## src/hw/rxpd_pkg.sv

```systemverilog
// constants shared by the receive preamble detector files
package rxpd_pkg;

  // register indices; byte address is four times the index
  localparam logic [7:0] RXPD_IDX_STATUS_FIRST  = 8'h03;
  localparam logic [7:0] RXPD_IDX_STATUS_SECOND = 8'h04;
  localparam logic [7:0] RXPD_IDX_IRQ_MASK      = 8'h05;
  localparam logic [7:0] RXPD_IDX_RX_CONTROL    = 8'h06;
  localparam logic [7:0] RXPD_IDX_OPFUNC_SECOND = 8'h08;
  localparam logic [7:0] RXPD_IDX_HDR_CTRL_SEC  = 8'h33;
  localparam logic [7:0] RXPD_IDX_PREA_LEN      = 8'h34;
  localparam logic [7:0] RXPD_IDX_PREA_THRESH   = 8'h35;

  // reset values
  localparam logic [7:0] RXPD_RST_OPFUNC_SECOND = 8'h00;
  localparam logic [7:0] RXPD_RST_HDR_CTRL_SEC  = 8'h22;
  localparam logic [7:0] RXPD_RST_PREA_LEN      = 8'h07;
  localparam logic [7:0] RXPD_RST_PREA_THRESH   = 8'h20;
  localparam logic [7:0] RXPD_RST_IRQ_MASK      = 8'h00;
  localparam logic [7:0] RXPD_RST_RX_CONTROL    = 8'h00;

  // field positions
  localparam int RXPD_BIT_VALID      = 0;
  localparam int RXPD_BIT_INVALID    = 1;
  localparam int RXPD_BIT_SETTLING   = 2;
  localparam int RXPD_BIT_RX_ENABLE  = 0;
  localparam int RXPD_GPIO_SEL_LSB   = 1;
  localparam int RXPD_THRESH_LSB     = 3;
  localparam int RXPD_HDR_PREA_MSB   = 0;
  localparam int RXPD_HDR_RSVD       = 7;
  localparam int RXPD_ANTDIV_LSB     = 5;
  localparam logic [7:0] RXPD_EVENT_MASK   = 8'h03;
  localparam logic [7:0] RXPD_THRESH_MASK  = 8'hf8;
  localparam logic [7:0] RXPD_HDR_MASK     = 8'h7f;
  localparam logic [7:0] RXPD_CTRL_MASK    = 8'h07;

  // threshold step and receiver settling blank, both in bit periods
  localparam int RXPD_THRESH_STEP_BITS = 4;
  localparam int RXPD_BLANK_BITS       = 16;

  // pin selection codes
  typedef enum logic [1:0] {
    RXPD_GPIO_VALID   = 2'h0,
    RXPD_GPIO_INVALID = 2'h1,
    RXPD_GPIO_LOW     = 2'h2,
    RXPD_GPIO_HIGH    = 2'h3
  } rxpd_gpio_sel_t;

  localparam logic [1:0] RXPD_HTRANS_NONSEQ = 2'h2;

endpackage : rxpd_pkg

```

## src/hw/rxpd_detector.sv

```systemverilog
// preamble detector with invalid-preamble flag and ahb-lite register slave
//
// Our own choice: the AHB-Lite register port.
`timescale 1ns/10ps
module rxpd_detector
  import rxpd_pkg::*;
#(
  parameter int SYNC_WAIT_BITS = 32,
  parameter int CW             = 8
) (
  // clock and reset
  input  wire logic        hclk,
  input  wire logic        hresetn,
  // ahb-lite slave
  input  wire logic        hsel,
  input  wire logic [31:0] haddr,
  input  wire logic [1:0]  htrans,
  input  wire logic        hwrite,
  input  wire logic [2:0]  hsize,
  input  wire logic [31:0] hwdata,
  input  wire logic        hready,
  output logic             hreadyout,
  output logic             hresp,
  output logic [31:0]      hrdata,
  // demodulated bit stream
  input  wire logic        bit_valid,
  input  wire logic        bit_data,
  input  wire logic        sync_found,
  // pins and status
  output logic             gpio_out,
  output logic             irq,
  output logic             preamble_detect,
  output logic             invalid_preamble_flag,
  output logic [8:0]       tx_preamble_len,
  output logic [2:0]       ant_div_mode
);

  typedef enum logic [2:0] {RXPD_ST_OFF, RXPD_ST_SETTLE, RXPD_ST_SEARCH,
                            RXPD_ST_FOUND, RXPD_ST_LOCKED} rxpd_state_t;
  localparam logic [CW-1:0] BLANK_CNT = CW'(RXPD_BLANK_BITS);
  localparam logic [CW-1:0] SYNC_CNT  = CW'(SYNC_WAIT_BITS);
  function automatic logic [7:0] rxpd_idx(input logic [31:0] addr);
    rxpd_idx = addr[9:2];
  endfunction : rxpd_idx
  rxpd_state_t   state_ff;
  rxpd_state_t   nxt_state;
  logic [CW-1:0] bitcnt_ff;
  logic [CW-1:0] nxt_bitcnt;
  logic [7:0]  opfunc_ff;
  logic [7:0]  hdr_ctrl_ff;
  logic [7:0]  prea_len_ff;
  logic [7:0]  prea_thresh_ff;
  logic [7:0]  irq_mask_ff;
  logic [7:0]  rx_ctrl_ff;
  logic [7:0]  status_ff;
  logic [7:0]  nxt_status;
  logic        wr_pend_ff;
  logic        rd_pend_ff;
  logic [7:0]  idx_ff;
  logic        hreadyout_ff;
  logic [31:0] hrdata_ff;
  logic        valid_ff;
  logic        invalid_ff;
  logic        gpio_ff;
  logic        irq_ff;
  logic          rx_en;
  logic          clear_run;
  logic          run_hit;
  logic          mismatch;
  logic [CW-1:0] run_need;
  logic          set_valid;
  logic          set_invalid;
  logic          wr_go;
  logic [7:0]    wbyte;
  logic          addr_ok;
  logic [7:0]    rmux;

  assign rx_en = rx_ctrl_ff[RXPD_BIT_RX_ENABLE];
  assign run_need = CW'(prea_thresh_ff[7:RXPD_THRESH_LSB]) * CW'(RXPD_THRESH_STEP_BITS);
  assign clear_run = (state_ff != RXPD_ST_SEARCH) && (state_ff != RXPD_ST_SETTLE);

  rxpd_run_counter #(
    .CW (CW)
  ) u_run (
    .hclk      (hclk),
    .hresetn   (hresetn),
    .clear     (clear_run),
    .run_need  (run_need),
    .bit_valid (bit_valid),
    .bit_data  (bit_data),
    .run_hit   (run_hit),
    .mismatch  (mismatch)
  );

  // detector sequence, one bit period at a time
  always_comb
  begin
    nxt_state  = state_ff;
    nxt_bitcnt = bitcnt_ff;
    case (state_ff)
      RXPD_ST_OFF:
      begin
        nxt_bitcnt = '0;
        if (rx_en)
          nxt_state = RXPD_ST_SETTLE;
      end
      RXPD_ST_SETTLE:
      begin
        if (bit_valid)
        begin
          nxt_bitcnt = bitcnt_ff + 1'b1;
          if (bitcnt_ff == BLANK_CNT - 1'b1)
            nxt_state = RXPD_ST_SEARCH;
        end
      end
      RXPD_ST_SEARCH:
      begin
        nxt_bitcnt = '0;
        if (run_hit)
          nxt_state = RXPD_ST_FOUND;
      end
      RXPD_ST_FOUND:
      begin
        if (sync_found)
          nxt_state = RXPD_ST_LOCKED;
        else if (bit_valid)
        begin
          nxt_bitcnt = bitcnt_ff + 1'b1;
          if (bitcnt_ff == SYNC_CNT - 1'b1)
            nxt_state = RXPD_ST_SEARCH;
        end
      end
      RXPD_ST_LOCKED: nxt_bitcnt = '0;
      default:
      begin
        nxt_state  = RXPD_ST_OFF;
        nxt_bitcnt = '0;
      end
    endcase
    if (!rx_en)
    begin
      nxt_state  = RXPD_ST_OFF;
      nxt_bitcnt = '0;
    end
  end

  always_ff @(posedge hclk or negedge hresetn)
  begin
    if (!hresetn)
    begin
      state_ff  <= RXPD_ST_OFF;
      bitcnt_ff <= '0;
    end
    else
    begin
      state_ff  <= nxt_state;
      bitcnt_ff <= nxt_bitcnt;
    end
  end

  // live flags; invalid stays up until a valid run or the receiver stops
  assign set_valid   = (state_ff == RXPD_ST_SEARCH) && run_hit && rx_en;
  assign set_invalid = (state_ff == RXPD_ST_SEARCH) && mismatch && !invalid_ff && rx_en;

  always_ff @(posedge hclk or negedge hresetn)
  begin
    if (!hresetn)
    begin
      valid_ff   <= 1'b0;
      invalid_ff <= 1'b0;
    end
    else
    begin
      valid_ff <= (nxt_state == RXPD_ST_FOUND) || (nxt_state == RXPD_ST_LOCKED);
      if (nxt_state != RXPD_ST_SEARCH)
        invalid_ff <= 1'b0;
      else if (set_invalid)
        invalid_ff <= 1'b1;
    end
  end

  // bus: writes take no wait, reads take one so the data reflect any write before
  assign wr_go = wr_pend_ff;
  assign wbyte = hwdata[7:0];

  always_ff @(posedge hclk or negedge hresetn)
  begin
    if (!hresetn)
    begin
      wr_pend_ff   <= 1'b0;
      rd_pend_ff   <= 1'b0;
      idx_ff       <= 8'h00;
      hreadyout_ff <= 1'b1;
    end
    else
    begin
      wr_pend_ff <= 1'b0;
      rd_pend_ff <= 1'b0;
      if (rd_pend_ff)
        hreadyout_ff <= 1'b1;
      else if (hsel && hready && (htrans == RXPD_HTRANS_NONSEQ))
      begin
        idx_ff     <= rxpd_idx(haddr);
        wr_pend_ff <= hwrite;
        rd_pend_ff <= !hwrite;
        if (!hwrite)
          hreadyout_ff <= 1'b0;
      end
    end
  end

  always_ff @(posedge hclk or negedge hresetn)
  begin
    if (!hresetn)
    begin
      opfunc_ff      <= RXPD_RST_OPFUNC_SECOND;
      hdr_ctrl_ff    <= RXPD_RST_HDR_CTRL_SEC;
      prea_len_ff    <= RXPD_RST_PREA_LEN;
      prea_thresh_ff <= RXPD_RST_PREA_THRESH;
      irq_mask_ff    <= RXPD_RST_IRQ_MASK;
      rx_ctrl_ff     <= RXPD_RST_RX_CONTROL;
    end
    else if (wr_go)
      case (idx_ff)
        RXPD_IDX_OPFUNC_SECOND: opfunc_ff      <= wbyte;
        RXPD_IDX_HDR_CTRL_SEC:  hdr_ctrl_ff    <= wbyte & RXPD_HDR_MASK;
        RXPD_IDX_PREA_LEN:      prea_len_ff    <= wbyte;
        RXPD_IDX_PREA_THRESH:   prea_thresh_ff <= wbyte & RXPD_THRESH_MASK;
        RXPD_IDX_IRQ_MASK:      irq_mask_ff    <= wbyte & RXPD_EVENT_MASK;
        RXPD_IDX_RX_CONTROL:    rx_ctrl_ff     <= wbyte & RXPD_CTRL_MASK;
        default:                rx_ctrl_ff     <= rx_ctrl_ff;
      endcase
  end

  // sticky events; a new event wins over a write-one clear in the same cycle
  always_comb
  begin
    nxt_status = status_ff;
    if (wr_go && (idx_ff == RXPD_IDX_STATUS_FIRST))
      nxt_status = status_ff & ~(wbyte & RXPD_EVENT_MASK);
    if (set_valid)
      nxt_status[RXPD_BIT_VALID] = 1'b1;
    if (set_invalid)
      nxt_status[RXPD_BIT_INVALID] = 1'b1;
  end

  always_ff @(posedge hclk or negedge hresetn)
  begin
    if (!hresetn)
      status_ff <= 8'h00;
    else
      status_ff <= nxt_status;
  end

  always_comb
  begin
    addr_ok = 1'b1;
    rmux    = 8'h00;
    case (idx_ff)
      RXPD_IDX_STATUS_FIRST:  rmux = status_ff;
      RXPD_IDX_STATUS_SECOND: rmux = {5'h00, (state_ff == RXPD_ST_SETTLE),
                                      invalid_ff, valid_ff};
      RXPD_IDX_IRQ_MASK:      rmux = irq_mask_ff;
      RXPD_IDX_RX_CONTROL:    rmux = rx_ctrl_ff;
      RXPD_IDX_OPFUNC_SECOND: rmux = opfunc_ff;
      RXPD_IDX_HDR_CTRL_SEC:  rmux = hdr_ctrl_ff;
      RXPD_IDX_PREA_LEN:      rmux = prea_len_ff;
      RXPD_IDX_PREA_THRESH:   rmux = prea_thresh_ff;
      default:                addr_ok = 1'b0;
    endcase
  end

  always_ff @(posedge hclk or negedge hresetn)
  begin
    if (!hresetn)
      hrdata_ff <= 32'h0000_0000;
    else if (rd_pend_ff)
      hrdata_ff <= addr_ok ? {24'h00_0000, rmux} : 32'h0000_0000;
  end

  // pin and interrupt outputs
  always_ff @(posedge hclk or negedge hresetn)
  begin
    if (!hresetn)
    begin
      gpio_ff <= 1'b0;
      irq_ff  <= 1'b0;
    end
    else
    begin
      case (rxpd_gpio_sel_t'(rx_ctrl_ff[RXPD_GPIO_SEL_LSB +: 2]))
        RXPD_GPIO_VALID:   gpio_ff <= valid_ff;
        RXPD_GPIO_INVALID: gpio_ff <= invalid_ff;
        RXPD_GPIO_HIGH:    gpio_ff <= 1'b1;
        default:           gpio_ff <= 1'b0;
      endcase
      irq_ff <= |(nxt_status & irq_mask_ff & RXPD_EVENT_MASK);
    end
  end

  always_ff @(posedge hclk or negedge hresetn)
  begin
    if (!hresetn)
    begin
      tx_preamble_len <= {RXPD_RST_HDR_CTRL_SEC[RXPD_HDR_PREA_MSB], RXPD_RST_PREA_LEN};
      ant_div_mode    <= RXPD_RST_OPFUNC_SECOND[RXPD_ANTDIV_LSB +: 3];
    end
    else
    begin
      tx_preamble_len <= {hdr_ctrl_ff[RXPD_HDR_PREA_MSB], prea_len_ff};
      ant_div_mode    <= opfunc_ff[RXPD_ANTDIV_LSB +: 3];
    end
  end

  assign hreadyout             = hreadyout_ff;
  assign hresp                 = 1'b0;
  assign hrdata                = hrdata_ff;
  assign gpio_out              = gpio_ff;
  assign irq                   = irq_ff;
  assign preamble_detect       = valid_ff;
  assign invalid_preamble_flag = invalid_ff;

endmodule : rxpd_detector

```

## src/hw/rxpd_run_counter.sv

```systemverilog
// counter of consecutive alternating bits of the preamble pattern
`timescale 1ns/10ps
module rxpd_run_counter #(
  parameter int CW = 8
) (
  // clock and reset
  input  wire logic          hclk,
  input  wire logic          hresetn,
  // control
  input  wire logic          clear,
  input  wire logic [CW-1:0] run_need,
  // bit stream
  input  wire logic          bit_valid,
  input  wire logic          bit_data,
  // results
  output logic               run_hit,
  output logic               mismatch
);

  logic          prev_ff;
  logic          have_prev_ff;
  logic [CW-1:0] count_ff;
  logic          mismatch_ff;

  always_ff @(posedge hclk or negedge hresetn)
  begin
    if (!hresetn)
    begin
      prev_ff      <= 1'b0;
      have_prev_ff <= 1'b0;
    end
    else if (clear)
    begin
      have_prev_ff <= 1'b0;
    end
    else if (bit_valid)
    begin
      prev_ff      <= bit_data;
      have_prev_ff <= 1'b1;
    end
  end

  // a run is counted as transitions between neighbouring bits
  always_ff @(posedge hclk or negedge hresetn)
  begin
    if (!hresetn)
    begin
      count_ff    <= '0;
      mismatch_ff <= 1'b0;
    end
    else if (clear)
    begin
      count_ff    <= '0;
      mismatch_ff <= 1'b0;
    end
    else if (bit_valid && have_prev_ff)
    begin
      if (bit_data != prev_ff)
      begin
        if (count_ff != '1)
        begin
          count_ff <= count_ff + 1'b1;
        end
        mismatch_ff <= 1'b0;
      end
      else
      begin
        count_ff    <= '0;
        mismatch_ff <= 1'b1;
      end
    end
    else
    begin
      mismatch_ff <= 1'b0;
    end
  end

  assign run_hit  = (run_need != '0) && (count_ff >= run_need);
  assign mismatch = mismatch_ff;

endmodule : rxpd_run_counter

```

## config.mk

```make
export PLATFORM = sky130hd
export DESIGN_NAME = rxpd_detector
export DESIGN_NICKNAME = d
export VERILOG_FILES = /design/src/hw/rxpd_pkg.sv /design/src/hw/rxpd_detector.sv /design/src/hw/rxpd_run_counter.sv
export SDC_FILE = /design/constraint.sdc
export NUM_CORES = 1
export LEC_CHECK = 0
export ABC_AREA = 0
export BUFFER_PORTS_ARGS = -buffer_cell sky130_fd_sc_hd__buf_4
export CORE_UTILIZATION = 52
export CTS_CLUSTER_SIZE = 24
export DETAILED_ROUTE_END_ITERATION = 10
export PLACE_DENSITY = 0.91
export SKIP_CTS_REPAIR_TIMING = 1
export SYNTH_ARGS = -nofsm -noshare
export SYNTH_HDL_FRONTEND = slang
export SYNTH_SLANG_ARGS = --single-unit
```

## constraint.sdc

```tcl
create_clock -name hclk -period 2.1 [get_ports hclk]
set_input_delay 0.42 -clock hclk [delete_from_list [all_inputs] [get_ports hclk]]
set_output_delay 0.42 -clock hclk [all_outputs]
set_load 0.005 [all_outputs]
```

== Word level (Yosys, flattened, before mapping) ==
Index checks and enable logic that the tools add are counted.
Word-level totals
  register bits after elaboration: 122
  input bits: 77
  output and inout port bits: 50
Operators by class
  add/subtract/negate cells: 2
  order comparisons: 1
  eq/ne operators: 27
  multiplexer cells: 37
  bitwise gates (word level): 5
  reductions and logical operators: 33
Operators by type and width (count)
  two-way mux 8 bit: 9
  one-hot mux 8 bit (8 select lines): 1
  equality test 8 x 3 -> 1 bit, second input constant: 3
  equality test 8 x 6 -> 1 bit, second input constant: 3
  two-way mux 3 bit: 7
  AND reduction 2 bit: 10
  two-way mux 1 bit: 17
  adder 8 x 1 -> 8 bit, second input constant: 2
  equality test 8 x 4 -> 1 bit, second input constant: 2
  one-hot mux 8 bit (2 select lines): 1
  one-hot mux 3 bit (5 select lines): 1
  logical AND 1 bit: 11
  equality test 3 x 2 -> 1 bit, second input constant: 3
  bitwise AND 8 bit: 1
  equality test 8 x 2 -> 1 bit, second input constant: 1
  equality test 8 x 5 -> 1 bit, second input constant: 1
  >= comparator 8 x 7 -> 1 bit: 1
  inequality test 8 bit, second input constant: 1
  NOT 2 -> 8 bit: 1
  nonzero test 2 bit: 4
  nonzero test 8 bit: 1
  OR reduction 8 bit: 1
  equality test 3 bit, second input constant: 2
  inequality test 3 x 2 -> 1 bit, second input constant: 2
  other kinds (15): 19

== Depth between registers and ports, before layout ==
  depth in word-level cells: 8
  mapped depth: 6
  mapped depth without buffers: 6

== By module ==
A second synthesis with hierarchy kept.
Second synthesis, totals
  cell total of the unflattened synthesis: 402
  area, all modules: 4615.7 um2
Modules (own cells, without submodules)
  rxpd_detector: times used 1, cells each 312, area each 3804.9 um2, sequential area each 2039.5 um2
  rxpd_run_counter: times used 1, cells each 90, area each 810.8 um2, sequential area each 275.3 um2

== Least setup slack after synthesis ==
No wires, ideal clock.
  kind: register -> register
  start: register u_run.count_ff[0]
  end: register u_run.count_ff[2]
  setup time: 0.078 ns
  data arrival time: 1.717 ns
  data required time: 2.022 ns
  slack: 0.305 ns
  stages on the path, launching flop included: 7
  path buffers: 1
  cells stage by stage: dfrtp_1 ha_1 and3_1 buf_6 a41o_4 or4b_1 a21oi_1
On the way
  cells in the longest elaborated chain, start to end: 5
  elaborated cells between the ends (all ways): 8
  classes of those cells: add/sub (1); eq/ne (2); mux (4); reduce/logical (1)
RTL lines
  start, declared: line rxpd_run_counter.sv:22  | logic [CW-1:0] count_ff;
  start signal, assigned: line rxpd_run_counter.sv:62  | count_ff <= count_ff + 1'b1;
  adder 8 x 1 -> 8 bit: line rxpd_run_counter.sv:62
  two-way mux 8 bit: line rxpd_run_counter.sv:60  | if (count_ff != '1)
  two-way mux 8 bit: line rxpd_run_counter.sv:58  | if (bit_data != prev_ff)
  two-way mux 8 bit: line rxpd_run_counter.sv:56  | else if (bit_valid && have_prev_ff)
  two-way mux 8 bit: line rxpd_run_counter.sv:51  | else if (clear)
Several ways; a longest one is shown, not always the timed one. The select of a mux whose other input is x is not followed.
A chain may end at the register's enable or synchronous reset.

== Worst setup path after layout ==
Ends and elaborated chain as after synthesis.

==> impl_results.md <==
* Outcome: finished, final reports clean
* Layout net count at 542
* Crit path DAT at 2.16 ns
* Hpwl dp at 6.606 mm
* RSZ-0062 raised after global routing: false
* Core area at 0.008341 mm2
* Die area at 0.009152 mm2
* Cell taking the most area after synthesis: dfrtp_1
* Mapped Cells at 398
* CTS Buffer Depth at 2
* R2R depth at 5
* Min Clock Period, post-route at 1.875 ns
* DR DRC count at 0
* H-tree lvl count at 3
* Hold path depth at 2
* PwrDens at 745.8 mW/mm2
* CP max FO at 9
* Syn avg cell area at 11.46 um2
* Vias at 3263
* P_leak at 0.002307 uW
* Dpl ws at 0.2476 ns
* GP Congestion at 0.8508
* Layout filler cell count at 629
* Chip height at 95.67 um
* DRT iter0 DRCs at 114
* CP cell instances: ha_1, and3_1, a41o_4, or4b_1, a21oi_1
* Relative slew slack at 0.6724
* Netlist cell types at 69
* # setup viols final at 0
* Syn-to-layout area delta at 14.45%
* Placed instance area at 0.004994 mm2
* Post-route setup slack at 0.2252 ns
* Non-filler cells in the finished layout at 567
* DIE WIDTH at 95.67 um
* I/O pins at 127
* Synth top area share at 0.4498
* Post-route ant nets at 0
* Final instance area at 0.005221 mm2
* Tcrit/Tclk final at 0.8928
* CP max-delay cell: or4b_1
* Cts bufs inserted at 9
* Placed insts at 550
* GRT Util Overall at 0.2186
* Syn. warnings at 0
* Max Clock Freq at 533.4 MHz
* Largest net degree at the start of global routing at 51
* Site row count at 33
* Ys async rst share at 1.000
* TNS Setup at 0 ns
* Clock tree sinks at 92
* Synthesized cell area at 0.004562 mm2
* Critical path type: flop to flop
* PortBufs at 50
* Worst hold slack at 0.2226 ns
* Worst-path clk slew at 0.10 ns
* CP Launch Type: flop
* First-pass GRT wire length at 15.07 mm
* Fin. max-slew vios at 0
* Vias per cell at 5.755
* EDFF count, synth at 0
* Initial Utilization at 0.5470
* CP Capture Type: flop
* Layout cells sized above 1 at 0.3333
* Prevailing post-synth register cell: dfrtp_1
* Max incr delay on CP at 0.46 ns
* CTS tree: done
* Vias in the first global route at 3198
* Wire per inst at 16.25 um
* #FFs+latches synth at 92
* Worst skew pair latency at 0.37 ns
* VDD IR max at 0.4624 mV
* Reg area at 0.002315 mm2
* Gr ovfl total at 0
* Hold WC Path Type: input port to flop
* Ant. Diodes at 0
* Initial antenna violation count at 0
* Max Clock Skew at 0.01465 ns
* Main area contributors after synthesis: dfrtp_1 (45%), mux2_2 (12%), dfstp_2 (5.8%)
* Routed Wire Length at 9.216 mm
* Final Hold Viols at 0
* Root buffer cell: clkbuf_8
* Area of the multi-input gates at 0.002036 mm2
* CP Data Required Time at 2.39 ns
* Worst Tran Pin Value at 0.4848 ns
* Sequential area share after synthesis at 0.5074
* Max-cap violation count at 0
* DR pass1 iterations at 5
-- registers in the layout (all words and copies together), names as in the netlist, 2 cells and up --
name,flops
prea_thresh_ff,5
status_ff,2
rx_ctrl_ff,3
tx_preamble_len,9
irq_mask_ff,2
hrdata,8
opfunc_ff,8
idx_ff,8
state_ff,3
hdr_ctrl_ff,7
prea_len_ff,8
u_run.count_ff,8
bitcnt_ff,8
ant_div_mode,3
-- where the power goes --
group,internal (uW),switching [uW]
clock,603,658
sequential,1910,158
combinational,297,267
-- cells in the final DEF (no fill, tap or decap), types with 4 or more instances in the layout --
cell type,instances
a21oi_1,19
a22o_1,5
a22oi_1,4
a31oi_1,5
a32oi_1,4
and2_1,4
and3_1,5
buf_4,59
clkbuf_8,10
conb_1,25
dfrtp_1,82
dfstp_2,10
ha_1,8
inv_1,13
mux2_2,47
nand2_1,16
nand2b_1,4
nand3_1,14
nand4_1,4
nor2_1,25
nor2b_1,4
nor3_1,4
o21ai_0,12
or3_1,4
xnor2_1,5
-- stage by stage --
| stage | power (uW) | util |
|---|---|---|
| 5_1_grt | 4093 | 0.6260 |
| 3_3_place_gp | 2627 | 0.5987 |
| 3_5_place_dp | 2665 | 0.5987 |
| 6_report | 3894 | 0.6260 |
| 4_1_cts | 3925 | 0.6248 |
| 2_1_floorplan | 2419 | - |
-- synthesized netlist by cell type (2+ instances only) --
cell type   n
a211o_1     2
a211oi_1    2
a21bo_2     2
a21boi_0    2
a21oi_1    19
a22o_1      5
a22oi_1     4
a31oi_1     5
a32oi_1     4
and2_1      4
and3_1      5
and4_2      2
and4b_1     2
buf_2       6
buf_4      26
clkbuf_1    3
dfrtp_1    82
dfstp_2    10
ha_1        8
inv_1      13
mux2_2     47
nand2_1    16
nand2b_1    4
nand3_1    14
nand3_2     2
nand3b_1    3
nand4_1     4
nor2_1     25
nor2b_1     4
nor3_1      4
nor3b_1     2
nor4_1      2
nor4bb_1    2
o21ai_0    12
o21bai_1    2
o31ai_1     3
or3_1       4
or3b_2      3
or4b_1      3
xnor2_1     5
xor2_1      3
-- area by class of cell --
class                   count  share of cell area
inverters                  13            0.009346
repair buffers             61             0.09058
clock buffers              10             0.02636
multi-input cells         280              0.3899
well taps                 105             0.02516
clock inverters             6             0.01534
flip-flops and latches     92              0.4433
-- cell families (layout without fill, tap and decap cells) --
group           count (synthesis)  after routing  share of synthesized area
simple gates                  117            117                     0.1547
flops                          92             92                     0.5074
compound gates                 75             75                     0.1177
buf+inv                        50             90                    0.06610
mux                            47             47                     0.1160
fa+ha+maj                       8              8                    0.02194
xor+xnor                        8              8                    0.01536
other cells                     1             25                  0.0008220
-- routing by layer --
| layer | vias to the layer above | global-route usage | wire length, um |
|---|---|---|---|
| li1 | 1525 | - | - |
| met1 | 1609 | 0.2600 | 3785 |
| met2 | 117 | 0.3857 | 4804 |
| met3 | 12 | 0.05582 | 508 |
| met4 | 0 | 0.06965 | 118 |
| met5 | - | 0 | 0 |
-- worst max-delay path: cells and delay by family (launching register included) --
family	cells	cell delay (ns)
simple gates	2	0.68
compound gates	2	0.45
flops	1	0.43
fa+ha+maj	1	0.24
-- final timing paths --
check | startpoint | to | slack [ns]
setup / recovery | u_run.count_ff[0]$_DFFE_PN0P_ | u_run.count_ff[2]$_DFFE_PN0P_ | 0.23
hold / removal | hwrite | rd_pend_ff$_DFF_PN0_ | 0.22
setup reg to reg | u_run.count_ff[0]$_DFFE_PN0P_ | u_run.count_ff[2]$_DFFE_PN0P_ | 0.23
hold reg to reg | prea_len_ff[0]$_DFFE_PN1P_ | tx_preamble_len[0]$_DFF_PN1_ | 0.37
max in group asynchronous | hresetn | prea_thresh_ff[5]$_DFFE_PN1P_ | 0.98
min in group asynchronous | hresetn | bitcnt_ff[3]$_DFFE_PN0P_ | 0.48
Power figures use the tool's default switching activity.
